--- src/rtl/srtd_defines.svh ---
// Constants of the sample-rate scheduler and tilt debounce block.
// Assumes a 100 ns system clock; included by its bare name.
`ifndef SRTD_DEFINES_SVH
`define SRTD_DEFINES_SVH
`define SRTD_CLK_PERIOD_NS 100
`define SRTD_T_120_NS      8360000
`define SRTD_T_64_NS       15625000
`define SRTD_T_32_NS       31250000
`define SRTD_T_16_NS       62500000
`define SRTD_T_8_NS        125000000
`define SRTD_T_4_NS        250000000
`define SRTD_T_2_NS        500000000
`define SRTD_T_1_NS        1000000000
`define SRTD_CYC_120 (`SRTD_T_120_NS / `SRTD_CLK_PERIOD_NS)
`define SRTD_CYC_64  (`SRTD_T_64_NS / `SRTD_CLK_PERIOD_NS)
`define SRTD_CYC_32  (`SRTD_T_32_NS / `SRTD_CLK_PERIOD_NS)
`define SRTD_CYC_16  (`SRTD_T_16_NS / `SRTD_CLK_PERIOD_NS)
`define SRTD_CYC_8   (`SRTD_T_8_NS / `SRTD_CLK_PERIOD_NS)
`define SRTD_CYC_4   (`SRTD_T_4_NS / `SRTD_CLK_PERIOD_NS)
`define SRTD_CYC_2   (`SRTD_T_2_NS / `SRTD_CLK_PERIOD_NS)
`define SRTD_CYC_1   (`SRTD_T_1_NS / `SRTD_CLK_PERIOD_NS)
`define SRTD_ADDR_X        8'h00
`define SRTD_ADDR_Y        8'h01
`define SRTD_ADDR_Z        8'h02
`define SRTD_ADDR_TILT     8'h03
`define SRTD_ADDR_SR       8'h08
`define SRTD_SR_RESET      8'h00
`define SRTD_SR_ACT_LSB    0
`define SRTD_SR_WAKE_LSB   3
`define SRTD_SR_ORIENTATION_DEBOUNCE_COUNT_LSB   5
`define SRTD_TILT_POLA_LSB 2
`define SRTD_BURST_LOG2    5
`define SRTD_MEAS_W        6
`endif

--- src/rtl/srtd_pkg.sv ---
// Types shared by the sample-rate scheduler and tilt debounce block.
// Rate field codes follow the sample rate configuration register; orientation codes feed the tilt register.
package srtd_pkg;
    typedef enum logic [2:0] {
        active_rate_120 = 3'h0, active_rate_64 = 3'h1, active_rate_32 = 3'h2,
        active_rate_16 = 3'h3, active_rate_8 = 3'h4, active_rate_4 = 3'h5,
        active_rate_2 = 3'h6, active_rate_1 = 3'h7
    } srtd_active_rate_type;
    typedef enum logic [1:0] {
        wake_rate_32 = 2'h0, wake_rate_16 = 2'h1, wake_rate_8 = 2'h2, wake_rate_1 = 2'h3
    } srtd_wake_rate_type;
    typedef enum logic [2:0] {
        orient_unknown = 3'h0, orient_land_left = 3'h1, orient_land_right = 3'h2,
        orient_port_down = 3'h5, orient_port_up = 3'h6
    } srtd_orient_type;
endpackage

--- src/rtl/srtd_result_if.sv ---
// Averaged axis result carried from the burst averager to the core.
// Assumes both ends run on the same clock.
`timescale 1ns/1ps
`default_nettype none
interface srtd_result_if #(parameter int W = 6) ();
    logic              valid;
    logic signed [W-1:0] x;
    logic signed [W-1:0] y;
    logic signed [W-1:0] z;
    modport src (output valid, output x, output y, output z);
    modport snk (input valid, input x, input y, input z);
endinterface
`default_nettype wire

--- src/rtl/srtd_rate_timer.sv ---
// Result period scheduler: one tick per selected measurement period.
// Assumes the rate fields are held in a register of the caller.
`timescale 1ns/1ps
`default_nettype none
`include "srtd_defines.svh"
module srtd_rate_timer #(
    parameter logic [23:0] CYC_120 = 24'(`SRTD_CYC_120),
    parameter logic [23:0] CYC_64  = 24'(`SRTD_CYC_64),
    parameter logic [23:0] CYC_32  = 24'(`SRTD_CYC_32),
    parameter logic [23:0] CYC_16  = 24'(`SRTD_CYC_16),
    parameter logic [23:0] CYC_8   = 24'(`SRTD_CYC_8),
    parameter logic [23:0] CYC_4   = 24'(`SRTD_CYC_4),
    parameter logic [23:0] CYC_2   = 24'(`SRTD_CYC_2),
    parameter logic [23:0] CYC_1   = 24'(`SRTD_CYC_1)
) (
    input  wire logic                           ref_clk,
    input  wire logic                           rst_n,
    input  wire logic                           wake_mode,
    input  wire srtd_pkg::srtd_active_rate_type act_sel,
    input  wire srtd_pkg::srtd_wake_rate_type   wake_sel,
    output logic                                tick
);
    import srtd_pkg::*;
    typedef struct packed {
        logic [23:0] cnt;
        logic        tick;
    } srtd_timer_st_type;
    srtd_timer_st_type st;
    srtd_timer_st_type next_st;
    logic [23:0]       period;

    always_comb begin
        period = CYC_1;
        if (wake_mode) begin
            unique case (wake_sel)
                wake_rate_32: period = CYC_32;
                wake_rate_16: period = CYC_16;
                wake_rate_8:  period = CYC_8;
                wake_rate_1:  period = CYC_1;
            endcase
        end else begin
            unique case (act_sel)
                active_rate_120: period = CYC_120;
                active_rate_64:  period = CYC_64;
                active_rate_32:  period = CYC_32;
                active_rate_16:  period = CYC_16;
                active_rate_8:   period = CYC_8;
                active_rate_4:   period = CYC_4;
                active_rate_2:   period = CYC_2;
                active_rate_1:   period = CYC_1;
            endcase
        end
        next_st = st;
        next_st.tick = 1'b0;
        if (st.cnt >= period - 24'h1) begin
            next_st.cnt = 24'h0;
            next_st.tick = 1'b1;
        end else begin
            next_st.cnt = st.cnt + 24'h1;
        end
    end

    always_ff @(posedge ref_clk or negedge rst_n) begin
        if (!rst_n) begin
            st <= '0;
        end else begin
            st <= next_st;
        end
    end

    assign tick = st.tick;

    // Cycles between ticks and whether the period held steady
    logic [23:0] gap;
    logic [23:0] prev_period;
    logic        steady;
    logic        seen;
    always_ff @(posedge ref_clk or negedge rst_n) begin
        if (!rst_n) begin
            gap <= 24'h0;
            prev_period <= 24'h0;
            steady <= 1'b0;
            seen <= 1'b0;
        end else begin
            prev_period <= period;
            gap <= tick ? 24'h1 : gap + 24'h1;
            if (tick) begin
                seen <= 1'b1;
                steady <= 1'b1;
            end else if (period != prev_period) begin
                steady <= 1'b0;
            end
        end
    end

    property p_tick_period;
        @(posedge ref_clk) disable iff (!rst_n)
        tick && seen && steady && (period == prev_period) |-> gap == period;
    endproperty
    a_tick_period: assert property (p_tick_period) else $error("tick spacing off period");

    property p_tick_pulse;
        @(posedge ref_clk) disable iff (!rst_n)
        tick && (period > 24'h1) |=> !tick;
    endproperty
    a_tick_pulse: assert property (p_tick_pulse) else $error("tick wider than one cycle");
endmodule
`default_nettype wire

--- src/rtl/srtd_burst_avg.sv ---
// Burst averager: sums a burst of axis measurements and divides by its length.
// Assumes the front end offers one measurement per cycle at most.
`timescale 1ns/1ps
`default_nettype none
`include "srtd_defines.svh"
module srtd_burst_avg #(
    parameter int MEAS_W     = `SRTD_MEAS_W,
    parameter int BURST_LOG2 = `SRTD_BURST_LOG2
) (
    input  wire logic                     ref_clk,
    input  wire logic                     rst_n,
    input  wire logic                     start,
    input  wire logic                     meas_valid,
    input  wire logic signed [MEAS_W-1:0] meas_x,
    input  wire logic signed [MEAS_W-1:0] meas_y,
    input  wire logic signed [MEAS_W-1:0] meas_z,
    output logic                          meas_ready,
    srtd_result_if.src                    res
);
    import srtd_pkg::*;
    localparam int SW = MEAS_W + BURST_LOG2;
    localparam logic [BURST_LOG2-1:0] LAST = '1;
    typedef enum logic {avg_idle, avg_collect} srtd_avg_state_type;
    typedef struct packed {
        srtd_avg_state_type      state;
        logic [BURST_LOG2-1:0]   cnt;
        logic signed [SW-1:0]     sx;
        logic signed [SW-1:0]     sy;
        logic signed [SW-1:0]     sz;
        logic                    valid;
        logic signed [MEAS_W-1:0] ax;
        logic signed [MEAS_W-1:0] ay;
        logic signed [MEAS_W-1:0] az;
    } srtd_avg_st_type;
    srtd_avg_st_type      st;
    srtd_avg_st_type      next_st;
    logic signed [SW-1:0] sum_x;
    logic signed [SW-1:0] sum_y;
    logic signed [SW-1:0] sum_z;

    assign sum_x = st.sx + {{BURST_LOG2{meas_x[MEAS_W-1]}}, meas_x};
    assign sum_y = st.sy + {{BURST_LOG2{meas_y[MEAS_W-1]}}, meas_y};
    assign sum_z = st.sz + {{BURST_LOG2{meas_z[MEAS_W-1]}}, meas_z};

    always_comb begin
        next_st = st;
        next_st.valid = 1'b0;
        unique case (st.state)
            avg_idle: begin
                if (start) begin
                    next_st.state = avg_collect;
                    next_st.cnt = '0;
                    next_st.sx = '0;
                    next_st.sy = '0;
                    next_st.sz = '0;
                end
            end
            avg_collect: begin
                if (meas_valid) begin
                    next_st.sx = sum_x;
                    next_st.sy = sum_y;
                    next_st.sz = sum_z;
                    next_st.cnt = BURST_LOG2'(st.cnt + 1);
                    if (st.cnt == LAST) begin
                        next_st.state = avg_idle;
                        next_st.valid = 1'b1;
                        next_st.ax = sum_x[SW-1:BURST_LOG2];
                        next_st.ay = sum_y[SW-1:BURST_LOG2];
                        next_st.az = sum_z[SW-1:BURST_LOG2];
                    end
                end
            end
        endcase
    end

    always_ff @(posedge ref_clk or negedge rst_n) begin
        if (!rst_n) begin
            st <= '0;
        end else begin
            st <= next_st;
        end
    end

    assign meas_ready = (st.state == avg_collect);
    assign res.valid = st.valid;
    assign res.x = st.ax;
    assign res.y = st.ay;
    assign res.z = st.az;

    // Measurements taken since the burst began
    logic [BURST_LOG2:0] taken;
    always_ff @(posedge ref_clk or negedge rst_n) begin
        if (!rst_n) begin
            taken <= '0;
        end else if (st.state == avg_idle) begin
            taken <= '0;
        end else if (meas_valid) begin
            taken <= taken + 1'b1;
        end
    end

    property p_burst_len;
        @(posedge ref_clk) disable iff (!rst_n)
        res.valid |-> taken == (BURST_LOG2 + 1)'(1 << BURST_LOG2);
    endproperty
    a_burst_len: assert property (p_burst_len) else $error("burst length wrong");

    property p_valid_pulse;
        @(posedge ref_clk) disable iff (!rst_n)
        res.valid |=> !res.valid;
    endproperty
    a_valid_pulse: assert property (p_valid_pulse) else $error("result valid too long");
endmodule
`default_nettype wire

--- src/rtl/srtd_sample_rate_tilt_debounce.sv ---
// Sample-rate scheduler, burst averaging and orientation debounce core.
// Assumes a register port driven by a serial slave and a measuring front end.
`timescale 1ns/1ps
`default_nettype none
`include "srtd_defines.svh"
module srtd_sample_rate_tilt_debounce #(
    parameter int          MEAS_W  = `SRTD_MEAS_W,
    parameter logic [23:0] CYC_120 = 24'(`SRTD_CYC_120),
    parameter logic [23:0] CYC_64  = 24'(`SRTD_CYC_64),
    parameter logic [23:0] CYC_32  = 24'(`SRTD_CYC_32),
    parameter logic [23:0] CYC_16  = 24'(`SRTD_CYC_16),
    parameter logic [23:0] CYC_8   = 24'(`SRTD_CYC_8),
    parameter logic [23:0] CYC_4   = 24'(`SRTD_CYC_4),
    parameter logic [23:0] CYC_2   = 24'(`SRTD_CYC_2),
    parameter logic [23:0] CYC_1   = 24'(`SRTD_CYC_1)
) (
    input  wire logic                     ref_clk,
    input  wire logic                     rst_n,
    input  wire logic                     auto_wake_mode,
    input  wire logic                     meas_valid,
    input  wire logic signed [MEAS_W-1:0] meas_x,
    input  wire logic signed [MEAS_W-1:0] meas_y,
    input  wire logic signed [MEAS_W-1:0] meas_z,
    output logic                          meas_ready,
    input  wire logic [7:0]               reg_addr,
    input  wire logic                     reg_wr,
    input  wire logic [7:0]               reg_wdata,
    input  wire logic                     reg_rd,
    output logic [7:0]                    reg_rdata,
    output logic                          reg_rvalid,
    output srtd_pkg::srtd_orient_type     orientation
);
    import srtd_pkg::*;
    typedef struct packed {
        logic [7:0]               sample_rate_config;
        logic signed [MEAS_W-1:0] x_axis_result;
        logic signed [MEAS_W-1:0] y_axis_result;
        logic signed [MEAS_W-1:0] z_axis_result;
        srtd_orient_type          pola;
        srtd_orient_type          cand;
        logic                     cand_valid;
        logic [2:0]               match_cnt;
        logic [7:0]               rdata;
        logic                     rvalid;
    } srtd_core_st_type;

    localparam srtd_core_st_type RESET_ST = '{
        sample_rate_config: `SRTD_SR_RESET,
        x_axis_result: '0,
        y_axis_result: '0,
        z_axis_result: '0,
        pola: orient_unknown,
        cand: orient_unknown,
        cand_valid: 1'b0,
        match_cnt: 3'h0,
        rdata: 8'h00,
        rvalid: 1'b0
    };

    srtd_core_st_type     st;
    srtd_core_st_type     next_st;
    srtd_active_rate_type active_rate_select;
    srtd_wake_rate_type   wake_rate_select;
    logic [2:0]           orientation_debounce_count;
    logic                 period_tick;
    srtd_orient_type      reading;
    logic                 cnt_hit;
    logic                 mismatch;
    logic [7:0]           tilt_value;

    srtd_result_if #(.W(MEAS_W)) avg_res ();

    assign active_rate_select = srtd_active_rate_type'(st.sample_rate_config[`SRTD_SR_ACT_LSB +: 3]);
    assign wake_rate_select = srtd_wake_rate_type'(st.sample_rate_config[`SRTD_SR_WAKE_LSB +: 2]);
    assign orientation_debounce_count = st.sample_rate_config[`SRTD_SR_ORIENTATION_DEBOUNCE_COUNT_LSB +: 3];

    srtd_rate_timer #(
        .CYC_120 (CYC_120),
        .CYC_64  (CYC_64),
        .CYC_32  (CYC_32),
        .CYC_16  (CYC_16),
        .CYC_8   (CYC_8),
        .CYC_4   (CYC_4),
        .CYC_2   (CYC_2),
        .CYC_1   (CYC_1)
    ) srtd_rate_timer_i (
        .ref_clk   (ref_clk),
        .rst_n     (rst_n),
        .wake_mode (auto_wake_mode),
        .act_sel   (active_rate_select),
        .wake_sel  (wake_rate_select),
        .tick      (period_tick)
    );

    srtd_burst_avg #(
        .MEAS_W     (MEAS_W),
        .BURST_LOG2 (`SRTD_BURST_LOG2)
    ) srtd_burst_avg_i (
        .ref_clk    (ref_clk),
        .rst_n      (rst_n),
        .start      (period_tick),
        .meas_valid (meas_valid),
        .meas_x     (meas_x),
        .meas_y     (meas_y),
        .meas_z     (meas_z),
        .meas_ready (meas_ready),
        .res        (avg_res)
    );

    // Portrait when Y dominates, landscape when X dominates
    function automatic srtd_orient_type classify(input logic signed [MEAS_W-1:0] ax,
                                                 input logic signed [MEAS_W-1:0] ay);
        logic [MEAS_W:0] mag_x;
        logic [MEAS_W:0] mag_y;
        mag_x = ax[MEAS_W-1] ? (MEAS_W + 1)'(-ax) : (MEAS_W + 1)'(ax);
        mag_y = ay[MEAS_W-1] ? (MEAS_W + 1)'(-ay) : (MEAS_W + 1)'(ay);
        if (mag_x > mag_y) begin
            classify = ax[MEAS_W-1] ? orient_land_right : orient_land_left;
        end else if (mag_y > mag_x) begin
            classify = ay[MEAS_W-1] ? orient_port_down : orient_port_up;
        end else begin
            classify = orient_unknown;
        end
    endfunction

    assign reading = classify(avg_res.x, avg_res.y);
    assign cnt_hit = ({1'b0, st.match_cnt} + 4'h1) == {1'b0, orientation_debounce_count};
    assign mismatch = !st.cand_valid || (reading != st.cand);
    assign tilt_value = 8'({st.pola, 2'b00});

    always_comb begin
        next_st = st;
        next_st.rvalid = 1'b0;
        if (reg_wr && (reg_addr == `SRTD_ADDR_SR)) begin
            next_st.sample_rate_config = reg_wdata;
        end
        if (reg_rd) begin
            next_st.rvalid = 1'b1;
            case (reg_addr)
                `SRTD_ADDR_X:    next_st.rdata = 8'(unsigned'(st.x_axis_result));
                `SRTD_ADDR_Y:    next_st.rdata = 8'(unsigned'(st.y_axis_result));
                `SRTD_ADDR_Z:    next_st.rdata = 8'(unsigned'(st.z_axis_result));
                `SRTD_ADDR_TILT: next_st.rdata = tilt_value;
                `SRTD_ADDR_SR:   next_st.rdata = st.sample_rate_config;
                default:         next_st.rdata = 8'h00;
            endcase
        end
        if (avg_res.valid) begin
            next_st.x_axis_result = avg_res.x;
            next_st.y_axis_result = avg_res.y;
            next_st.z_axis_result = avg_res.z;
            if (orientation_debounce_count == 3'h0) begin
                next_st.pola = reading;
                next_st.cand = reading;
                next_st.cand_valid = 1'b1;
                next_st.match_cnt = 3'h0;
            end else if (mismatch) begin
                next_st.cand = reading;
                next_st.cand_valid = 1'b1;
                next_st.match_cnt = 3'h0;
            end else begin
                if (st.match_cnt < orientation_debounce_count) begin
                    next_st.match_cnt = st.match_cnt + 3'h1;
                end
                if (cnt_hit) begin
                    next_st.pola = reading;
                end
            end
        end
    end

    always_ff @(posedge ref_clk or negedge rst_n) begin
        if (!rst_n) begin
            st <= RESET_ST;
        end else begin
            st <= next_st;
        end
    end

    assign reg_rdata = st.rdata;
    assign reg_rvalid = st.rvalid;
    assign orientation = st.pola;

    property p_axis_update;
        @(posedge ref_clk) disable iff (!rst_n)
        avg_res.valid |=> (st.x_axis_result == $past(avg_res.x))
                       && (st.y_axis_result == $past(avg_res.y))
                       && (st.z_axis_result == $past(avg_res.z));
    endproperty
    a_axis_update: assert property (p_axis_update) else $error("axis result not refreshed");

    property p_filter_off;
        @(posedge ref_clk) disable iff (!rst_n)
        avg_res.valid && (orientation_debounce_count == 3'h0) |=> orientation == $past(reading);
    endproperty
    a_filter_off: assert property (p_filter_off) else $error("undebounced update missing");

    property p_restart;
        @(posedge ref_clk) disable iff (!rst_n)
        avg_res.valid && (orientation_debounce_count != 3'h0) && mismatch
        |=> $stable(orientation) && (st.match_cnt == 3'h0);
    endproperty
    a_restart: assert property (p_restart) else $error("mismatch did not restart count");

    property p_update_cause;
        @(posedge ref_clk) disable iff (!rst_n)
        !$stable(orientation) |-> $past(avg_res.valid)
                               && ($past(orientation_debounce_count) == 3'h0 || $past(cnt_hit));
    endproperty
    a_update_cause: assert property (p_update_cause) else $error("orientation changed early");

    property p_tilt_read;
        @(posedge ref_clk) disable iff (!rst_n)
        reg_rd && (reg_addr == `SRTD_ADDR_TILT) && !avg_res.valid
        |=> reg_rvalid && (reg_rdata == tilt_value);
    endproperty
    a_tilt_read: assert property (p_tilt_read) else $error("tilt register read wrong");

    property p_cfg_write;
        @(posedge ref_clk) disable iff (!rst_n)
        reg_wr && (reg_addr == `SRTD_ADDR_SR) |=> st.sample_rate_config == $past(reg_wdata);
    endproperty
    a_cfg_write: assert property (p_cfg_write) else $error("rate config write lost");

    property p_unmapped;
        @(posedge ref_clk) disable iff (!rst_n)
        reg_rd && (reg_addr > `SRTD_ADDR_TILT) && (reg_addr != `SRTD_ADDR_SR)
        |=> reg_rvalid && (reg_rdata == 8'h00);
    endproperty
    a_unmapped: assert property (p_unmapped) else $error("unmapped read not zero");

    property p_rvalid_cause;
        @(posedge ref_clk) disable iff (!rst_n)
        reg_rvalid |-> $past(reg_rd);
    endproperty
    a_rvalid_cause: assert property (p_rvalid_cause) else $error("read answer without request");

    property p_cov_debounced;
        @(posedge ref_clk) disable iff (!rst_n)
        avg_res.valid && cnt_hit && !mismatch && (orientation_debounce_count == 3'h7);
    endproperty
    c_cov_debounced: cover property (p_cov_debounced);

    property p_cov_wake;
        @(posedge ref_clk) disable iff (!rst_n)
        auto_wake_mode && avg_res.valid;
    endproperty
    c_cov_wake: cover property (p_cov_wake);

    property p_cov_restart;
        @(posedge ref_clk) disable iff (!rst_n)
        avg_res.valid && st.cand_valid && mismatch && (st.match_cnt != 3'h0);
    endproperty
    c_cov_restart: cover property (p_cov_restart);

    property p_cov_filter_off;
        @(posedge ref_clk) disable iff (!rst_n)
        avg_res.valid && (orientation_debounce_count == 3'h0) && (reading != st.pola);
    endproperty
    c_cov_filter_off: cover property (p_cov_filter_off);

    property p_wr_ignored;
        @(posedge ref_clk) disable iff (!rst_n)
        reg_wr && (reg_addr != `SRTD_ADDR_SR) |=> $stable(st.sample_rate_config);
    endproperty
    a_wr_ignored: assert property (p_wr_ignored) else $error("ignored write took effect");

    property p_axis_hold;
        @(posedge ref_clk) disable iff (!rst_n)
        !avg_res.valid |=> $stable(st.x_axis_result) && $stable(st.y_axis_result)
                        && $stable(st.z_axis_result);
    endproperty
    a_axis_hold: assert property (p_axis_hold) else $error("axis result moved early");

    property p_candidate;
        @(posedge ref_clk) disable iff (!rst_n)
        avg_res.valid |=> st.cand_valid && (st.cand == $past(reading));
    endproperty
    a_candidate: assert property (p_candidate) else $error("candidate not tracking");

    property p_axis_read;
        @(posedge ref_clk) disable iff (!rst_n)
        reg_rd && (reg_addr == `SRTD_ADDR_X) && !avg_res.valid
        |=> reg_rvalid && (reg_rdata == 8'(unsigned'(st.x_axis_result)));
    endproperty
    a_axis_read: assert property (p_axis_read) else $error("x result read wrong");
endmodule
`default_nettype wire

--- config.mk ---
export PLATFORM = sky130hd
export DESIGN_NAME = srtd_sample_rate_tilt_debounce
export DESIGN_NICKNAME = d
export VERILOG_FILES = /design/src/rtl/srtd_pkg.sv /design/src/rtl/srtd_result_if.sv /design/src/rtl/srtd_rate_timer.sv /design/src/rtl/srtd_burst_avg.sv /design/src/rtl/srtd_sample_rate_tilt_debounce.sv
export VERILOG_INCLUDE_DIRS = /design/src /design/src/rtl
export SDC_FILE = /design/constraint.sdc
export NUM_CORES = 1
export LEC_CHECK = 0
export BUFFER_PORTS_ARGS = -buffer_cell sky130_fd_sc_hd__buf_2
export CAP_MARGIN = 10
export CORE_MARGIN = 4
export CORE_UTILIZATION = 56
export CTS_CLUSTER_SIZE = 12
export DETAILED_ROUTE_END_ITERATION = 10
export PLACE_DENSITY = 0.77
export SETUP_SLACK_MARGIN = 0.2
export SLEW_MARGIN = 20
export SYNTH_ARGS = -nofsm -noshare
export SYNTH_HDL_FRONTEND = slang
export SYNTH_SLANG_ARGS = --single-unit
--- constraint.sdc ---
create_clock -name ref_clk -period 3.9 [get_ports ref_clk]
set_input_delay 0.78 -clock ref_clk [delete_from_list [all_inputs] [get_ports ref_clk]]
set_output_delay 0.78 -clock ref_clk [all_outputs]
set_load 0.05 [all_outputs]
# Yosys cells after proc, flatten, opt, wreduce, memory -nomap -nowiden
# Memories as Yosys holds them, arrays and structs flattened.
# Index checks and enable logic that the tools add are counted.
# totals
ff_bits	128
out_inout_bits	13
n_memories	1
romBits	184
word_cells	88
# op_classes
n_reduce_logical	14
n_bitwise	1
n_mux	24
order_cmp	4
n_addsub	10
eq_ne	13
# mem_list
name	depth	width	read_ports	rd_clocked_by_memory_dff	write_ports	line	text
(no name shown)	8	23	1	0	0	srtd_rate_timer.sv:42	unique case (act_sel)
# ops
operator	n
24-bit case mux with 4 select lines	1
39-bit case mux with 2 select lines	1
58-bit two-way mux	1
24-bit two-way mux	2
8-bit case mux with 5 select lines	1
39-bit two-way mux	1
19-bit two-way mux	2
11-bit adder	3
24-bit by 1-bit adder with 24-bit output, second input constant	1
24-bit >= comparator	1
24-bit by 1-bit subtractor with 24-bit output, second input constant	1
3-bit two-way mux	6
8-bit by 2-bit == test with 1-bit output, second input constant	2
7-bit > comparator	2
7-bit two-way mux	2
6-bit negation with 7-bit output	2
10-bit two-way mux	1
8-bit by 1-bit == test with 1-bit output, second input constant	1
8-bit by 4-bit == test with 1-bit output, second input constant	1
8-bit zero test	1
2-bit AND reduction	3
3-bit AND reduction	2
5-bit by 1-bit adder with 5-bit output, second input constant	1
5-bit == test, second input constant	1
other kinds (20)	26

# Longest topological paths before layout
# Gate-level depths: netlist of run 1.
# depth
ltp_word	9
ltp_mapped	18
mapped_depth_nobuf	17

# Modules after synthesis
# A second synthesis of run 1 with hierarchy kept.
# hier_totals
hier_cells	933
area_unflattened_um2	8861.0
# by_module_without_submodules
module	instances	area_each_um2	cells_each
srtd_burst_avg	1	3687.3	398
srtd_sample_rate_tilt_debounce	1	2718.9	247
srtd_rate_timer	1	2454.9	288

# Worst setup path after synthesis of run 1
# OpenSTA, ideal clock, no wires.
# synth_path
path_type	input to register
start	in auto_wake_mode
end	reg srtd_rate_timer_i.st[11] (netlist bit)
setup_slack_ps	75
arrival_time_ps	3753
required_time_ps	3828
path_stages	16
path_cell_list	buf_2 -> inv_1 -> or3_1 -> o21ai_0 -> o221a_2 -> o2111ai_1 -> nor2b_1 -> xnor2_1 -> ha_1 -> nor2b_1 -> o211ai_1 -> a31oi_1 -> a2111oi_2 -> o311ai_2 -> buf_6 -> nor2_1
# synth_lines
item	line	text
start: declaration	srtd_sample_rate_tilt_debounce.sv:19	input wire logic auto_wake_mode,
end signal: assignment	srtd_rate_timer.sv:67	st <= next_st;
end: declaration	srtd_rate_timer.sv:28	srtd_timer_st_type st;

==> results of run 1 <==
==> cell type report <==
class | instances | area (sq um) | area share (%)
multi-input cells | 654 | 4741 | 50.59
inverters | 32 | 122.6 | 1.309
clock inverters | 11 | 128.9 | 1.375
clock buffers | 21 | 470.5 | 5.021
flip-flops and latches | 128 | 3208 | 34.24
well taps | 180 | 225.2 | 2.404
repair buffers | 77 | 474.2 | 5.061
==> state kept, by name, summed over array words and instances (netlist names) <==
register                     count
reg_rdata                        8
active_rate_select               3
reg_rvalid                       1
srtd_burst_avg_i.res.valid       1
orientation                      3
srtd_burst_avg_i.st             38
st                              27
srtd_rate_timer_i.st            24
srtd_burst_avg_i.meas_ready      1
srtd_burst_avg_i.res.z           6
srtd_burst_avg_i.res.y           6
orientation_debounce_count       3
srtd_rate_timer_i.tick           1
srtd_burst_avg_i.res.x           6
==> worst paths after layout <==
path | startpoint | endpoint | slack, ps
setup / recovery | st[40]$_DFFE_PN0P_ | srtd_rate_timer_i.st[7]$_DFF_PN0_ | 310
hold / removal | rst_n | srtd_rate_timer_i.st[2]$_DFF_PN0_ | 380
setup reg to reg | st[40]$_DFFE_PN0P_ | srtd_rate_timer_i.st[7]$_DFF_PN0_ | 310
hold reg to reg | srtd_burst_avg_i.st[55]$_DFFE_PN0P_ | srtd_burst_avg_i.st[55]$_DFFE_PN0P_ | 470
max in group asynchronous | rst_n | active_rate_select[1]$_DFFE_PN0P_ | 2760
min in group ref_clk | srtd_burst_avg_i.st[55]$_DFFE_PN0P_ | srtd_burst_avg_i.st[55]$_DFFE_PN0P_ | 470
==> stage by stage <==
step                total power (W)  instance area (sq um)  worst slack, ps  instances  hold WS (ps)
finish                     0.005874                   9370            308.8       1103         384.1
CTS                        0.005870                   9231            207.4       1096         416.3
detailed placement         0.004207                   8610            17.40       1064         452.1
global route               0.006300                   9370            91.94       1103         439.7
global placement           0.004125                   8610            127.0       1064         451.3
floorplan                  0.003676                   8173            238.8        852         430.9
==> critical path, stage by stage, from the launching register on <==
cell       delay [ps]
dfrtp_2           400
inv_1             100
ha_1              230
or3_1             400
o21ai_4           120
o2111ai_2         180
nand2_1           120
o211ai_1          100
xor2_1            160
ha_1              290
a21oi_1           190
nor2b_1            90
o211ai_1          170
a31oi_1           130
a2111oi_2         260
o311ai_2          120
buf_4             170
buf_6             140
nor2_1            130
==> kinds of logic after synthesis <==
group / after synthesis
buf+inv: 70
other cells: 2
fa+ha+maj: 88
mux: 41
compound gates: 207
flops: 128
xor+xnor: 67
simple gates: 249
==> cell usage after synthesis, drive strengths merged, types with 2 or more instances <==
cell type	instances	share of area, %
mux2i	6	0.74
o2bb2ai	2	0.21
a21boi	3	0.28
mux2	35	4.8
or4	3	0.28
and3	9	0.69
fa	3	0.74
and4	2	0.21
or3	4	0.31
o21bai	8	0.74
a211oi	8	0.74
inv	32	1.5
dfrtp	128	39
xor2	38	4.1
a31oi	6	0.46
nor2	63	2.9
o2111ai	4	0.43
o21a	3	0.28
clkbuf	20	0.92
buf	18	1.5
o21ai	88	5.4
and2	2	0.15
or2	3	0.23
conb	2	0.092
nor3	16	1.0
a222oi	3	0.37
a21o	15	1.4
nand3	23	1.4
o211ai	7	0.64
o31a	3	0.32
nand4	5	0.38
nand2	99	4.6
a211o	2	0.21
a21oi	25	1.5
ha	85	13
a221oi	3	0.32
nand2b	7	0.54
a2111oi	2	0.37
o22ai	3	0.23
nor2b	8	0.61
o31ai	2	0.18
xnor2	29	3.1
o41ai	3	0.32
a22o	12	1.3
==> per-layer routing <==
metal / routed length (microns) / up-vias
met3: 713 / 28
met4: 254 / 0
met2: 8384 / 144
met5: 0 / -
met1: 8348 / 3080
li1: - / 3135
==> repair_timing <==
action,in CTS,in global routing
gates cloned,0,1
gates resized for setup,7,25
buffers inserted,0,6
pin swaps,0,8
endpoints found under the setup margin,24,28
==> power by group through the flow <==
stage	logic (W)	registers, W	clock network [W]
5_1_grt	0.00260	0.00201	0.00169
3_5_place_dp	0.00223	0.00197	0
3_3_place_gp	0.00216	0.00196	0
4_1_cts	0.00228	0.00196	0.00163
6_report	0.00230	0.00197	0.00161
2_1_floorplan	0.00178	0.00190	0
==> metrics.cfg, run 1 <==
[cts]
htree_levels=4
clock_latency_ps=420
cts_buffers=17
cts_hold_buffers=0
clk_pin_slew_ps=60
clockRootBuffer=clkbuf_16
cts_buffer_depth=2
cts.sinks=128
cts_tree=built

[global_routing]
busiest_layer=met2
grt_use_met3_pct=4.442
grt_start_max_net_pins=77
gr-usage-met1_pct=28.99
grt_first_pass_wirelength_mm=29.04
gr-total-overflow=0
grt.met2_usage_pct=34.91
grt_pass1_vias=6223
track_usage_pct=21.46
antenna_found_initial=0

[synth]
synthArstFlopShare_pct=100.0
synth_fa_ha_area_share_pct=13.77
synthCells=852
avgSynthCellArea_sq_um=9.578
synth-simple-area-share_pct=13.83
yosysSeqAreaShare_pct=39.25
synth_ff_type=dfrtp_1
synth_top_family_by_area=compound AO/OA/AOI/OAI gates
yosys_warnings=0
ys_seq_elements=128
syn-num-nets=980
synth_xor_area_share_pct=7.191
mappedNetlistArea_sq_um=8160
synthDistinctLibCells=59
synth.area.mux_share_pct=5.566
synth_edf_count=0
synth_compound_area_share_pct=16.38

[sta]
finalHoldViolCount=0
maxSlewViolCount=0
rsz0062_at_grt=false
period_needed_ps=3591
worst_slew_pin_slew_ps=980.3
finalSetupViolations=0
tns_ps=0
fin_skew_ps=8.271
fmax_mhz=278.5
maxSlewHeadroom_pct=34.49
fin_crit_sh_pct=92.08

[die]
io-pin-count=53
rows=43
die-area_sq_um=16570
initial_core_util_pct=57.89
die_h_microns=128.7
core_region_area_sq_um=14100
die_w_microns=128.7

[setup_path]
crit_fanout=8
endpoint_kind=flip-flop
crit_arrival_ps=3930
worst_setup_path_start_kind=flip-flop
worstRegToRegCells=18
cp.required_ps=4240
crit_type=flip-flop to flip-flop

[routing]
num_vias=6387
drtAntennaViolNets=0
drt_wl_total_mm=17.70
drt_pass1_iterations=7
via_per_inst=5.791
drc_errors=0
wl_per_cell_microns=16.05
drtIter0Drc=378

[job]
maxCapViolCount=0

[power]
powerDensity_nw_per_um2=626.9
irDropWorstVdd_v=0.0003666
p_int_w=0.003639
p_sw_share_pct=38.05
clkPwrFrac_pct=27.4
switchingPower_w=0.002235
power_frac_comb_pct=39.2
p_leak_nw=4.454
seqPwrFrac_pct=33.5

[placed_design]
routabilityCongestion=0.8982
port_buffers=52
place_hpwl_mm=12.26

[worst_hold_path]
hold_class=primary input to asynchronous set/reset pin

[layout]
diodes=0
syn_to_final_growth_pct=14.83
drive_gt1_share_pct=18.85
final_common_cell=dfrtp_1
nNetsFinal=1038
utilization_pct=66.47
layout_common_cells=124 x dfrtp_1, 99 x nand2_1, 84 x o21ai_0
fill_cells=1124

[status]
outcome=finished, final reports clean

No activity file was read; power rests on OpenSTA's default activity.
==> run 2: changes to the inputs <==
--- a/config.mk
+++ b/config.mk
@@ -9,11 +9,11 @@
 export BUFFER_PORTS_ARGS = -buffer_cell sky130_fd_sc_hd__buf_2
 export CAP_MARGIN = 10
 export CORE_MARGIN = 4
-export CORE_UTILIZATION = 56
+export CORE_UTILIZATION = 57
+export CTS_BUF_LIST = sky130_fd_sc_hd__clkbuf_8
 export CTS_CLUSTER_SIZE = 12
 export DETAILED_ROUTE_END_ITERATION = 10
-export PLACE_DENSITY = 0.77
-export SETUP_SLACK_MARGIN = 0.2
+export PLACE_DENSITY = 0.79
 export SLEW_MARGIN = 20
 export SYNTH_ARGS = -nofsm -noshare
 export SYNTH_HDL_FRONTEND = slang
==> run 2 against run 1 <==
  * Final cell count down 0.73%
  * Critical endpoint is now srtd_rate_timer_i.st[21]$_DFF_PN0_
  * First-iteration DRC count up 22%
  * Worst setup slack worse by 29 ps
  * Highest routed layer unchanged
  * Fmax down 0.80%
  * Power down 9.5%
  * Largest power group unchanged
==> metrics.cfg, run 2 (synthesis gave the netlist of run 1 again) <==
[status]
outcome=finished, final reports clean

[power]
p_leak_nw=4.309
clkPwrFrac_pct=20.6
irDropWorstVdd_v=0.0004894
power_frac_comb_pct=42.6
seqPwrFrac_pct=36.8
p_int_w=0.003198
powerDensity_nw_per_um2=591.6
p_sw_share_pct=39.84
switchingPower_w=0.002118

[placed_design]
routabilityCongestion=0.9223
place_hpwl_mm=12.20
placed_cell_area_sq_um=8603
pre_cts_slack_ps=13.59
port_buffers=52

[die]
rows=43
die_h_microns=127.7
die_w_microns=127.7
core_region_area_sq_um=13930
die-area_sq_um=16290
initial_core_util_pct=58.56
io-pin-count=53

[routing]
drt_wl_total_mm=16.89
num_vias=6302
drtAntennaViolNets=0
via_per_inst=5.755
drc_errors=0
wl_per_cell_microns=15.43
drt_pass1_iterations=7
drtIter0Drc=463

[setup_path]
r2r_end=srtd_rate_timer_i.st[21]$_DFF_PN0_
crit_fanout=15
endpoint_kind=flip-flop
crit_arrival_ps=3980
worst_setup_path_start_kind=flip-flop
cp_slowest_cell=dfrtp_2
cp.required_ps=4260
regToRegStartpoint=active_rate_select[2]$_DFFE_PN0P_
worst-path-buf-inv=2
cp_slowest_stage_delay_ps=460
cpLargestDelayFamily=compound AO/OA/AOI/OAI gates
worstRegToRegCells=17
reg2reg_slack_ps=280
crit_type=flip-flop to flip-flop
path_cells=inv_1 > ha_1 > nor2_1 > a21o_1 > and2_1 > o221a_2 > o2111ai_1 > nor2b_1 > xnor2_1 > ha_1 > nor2b_1 > o211ai_1 > a31oi_1 > a2111oi_2 > o311ai_2 > buf_4 > nor2_1

[sta]
setup_slack_ps=279.7
finalSetupViolations=0
period_needed_ps=3620
finalHoldViolCount=0
rsz0062_at_grt=false
fin_skew_ps=12.17
maxSlewViolCount=0
maxSlewHeadroom_pct=36.08
tns_ps=0
worst_slew_pin_slew_ps=956.5
fin_crit_sh_pct=92.83
fmax_mhz=276.2

[layout]
nNetsFinal=1032
final_common_cell=dfrtp_1
layout_common_cells=124 x dfrtp_1, 99 x nand2_1, 87 x o21ai_0
diodes=0
drive_gt1_share_pct=16.50
regMostFlops=srtd_burst_avg_i.st
syn_to_final_growth_pct=10.12
fin_area_sq_um=8986
largestRegisters=srtd_burst_avg_i.st x38, st x27, srtd_rate_timer_i.st x24
largest_reg_flops=38

[cts]
cts_hold_buffers=0
clockRootBuffer=clkbuf_8
htree_levels=4
cts.sinks=128
cts.repair.resized=0
cts_buffer_depth=2
cts_buffers=17
clk_pin_slew_ps=80
cts_setup_buffers=0
cts_tree=built
clock_latency_ps=440

[global_routing]
antenna_found_initial=0
grt_start_max_net_pins=74
track_usage_pct=21.88
gr-usage-met1_pct=30.17
gr-total-overflow=0
grt_first_pass_wirelength_mm=29.14
grt.met2_usage_pct=34.81
grt_use_met3_pct=4.625
busiest_layer=met2
grt_pass1_vias=6108

[worst_hold_path]
hold_class=primary input to asynchronous set/reset pin

[job]
maxCapViolCount=0

run 2: cell types whose count changed in the layout (fill, tap and decap cells not counted), moves of 3 or more:
cell	before	now
o21ai_0	84	87
clkbuf_16	17	0
nor2_1	60	63
clkinv_2	2	5
clkbuf_8	3	18
nor2_2	3	0
buf_4	22	19
inv_1	28	32
buf_6	3	0
run 2: worst max-delay path by stage:
stage	startpoint	endpoint	slack (ps)	cells after the start
2_1_floorplan	auto_wake_mode	srtd_rate_timer_i.st[11]$_DFF_PN0_	80	16
3_3_place_gp	auto_wake_mode	srtd_rate_timer_i.st[20]$_DFF_PN0_	130	16
3_5_place_dp	auto_wake_mode	srtd_rate_timer_i.st[16]$_DFF_PN0_	10	17
4_1_cts	st[40]$_DFFE_PN0P_	srtd_rate_timer_i.st[16]$_DFF_PN0_	180	17
5_1_grt	st[40]$_DFFE_PN0P_	srtd_rate_timer_i.st[23]$_DFF_PN0_	5	16
6_report	active_rate_select[2]$_DFFE_PN0P_	srtd_rate_timer_i.st[21]$_DFF_PN0_	280	17
run 2: power groups by stage:
stage               Combinational, W  Sequential, W  Clock, W
finish                       0.00227        0.00195   0.00109
global route                 0.00259        0.00201   0.00118
CTS                          0.00227        0.00195   0.00111
detailed placement           0.00225        0.00197         0
global placement             0.00217        0.00196         0
floorplan                    0.00178        0.00190         0
run 2: final cells by class:
class	instances	area, sq um
clock inverter	12	121.4
sequential	128	3208
inverter	32	120.1
fill	1119	4949
tap	180	225.2
clock buffer	18	247.7
multi-input combinational	654	4646
timing repair buffer	71	417.9
run 2: worst register-to-register path, cell delays in order, from the launching register on:
cell	delay (ps)
dfrtp_2	460
inv_1	140
ha_1	220
nor2_1	60
a21o_1	220
and2_1	150
o221a_2	270
o2111ai_1	240
nor2b_1	90
xnor2_1	140
ha_1	300
nor2b_1	140
o211ai_1	160
a31oi_1	130
a2111oi_2	380
o311ai_2	130
buf_4	210
nor2_1	120
run 2: layer usage:
layer	routed length [microns]	vias up
met2	8009	142
met5	0	-
met4	266	0
met1	7985	3017
met3	631	23
li1	-	3120
run 2: through the flow:
| stage | std cells | util [%] | hold slack (ps) | power [W] |
|---|---|---|---|---|
| after detailed placement | 1065 | 61.74 | 460.1 | 0.004222 |
| after global placement | 1065 | 61.74 | 447.1 | 0.004123 |
| after floorplan | 852 | - | 430.9 | 0.003674 |
| final | 1095 | 64.49 | 385.6 | 0.005316 |
| after global routing | 1095 | 64.49 | 426.6 | 0.005783 |
| after CTS | 1095 | 64.39 | 411.9 | 0.005336 |
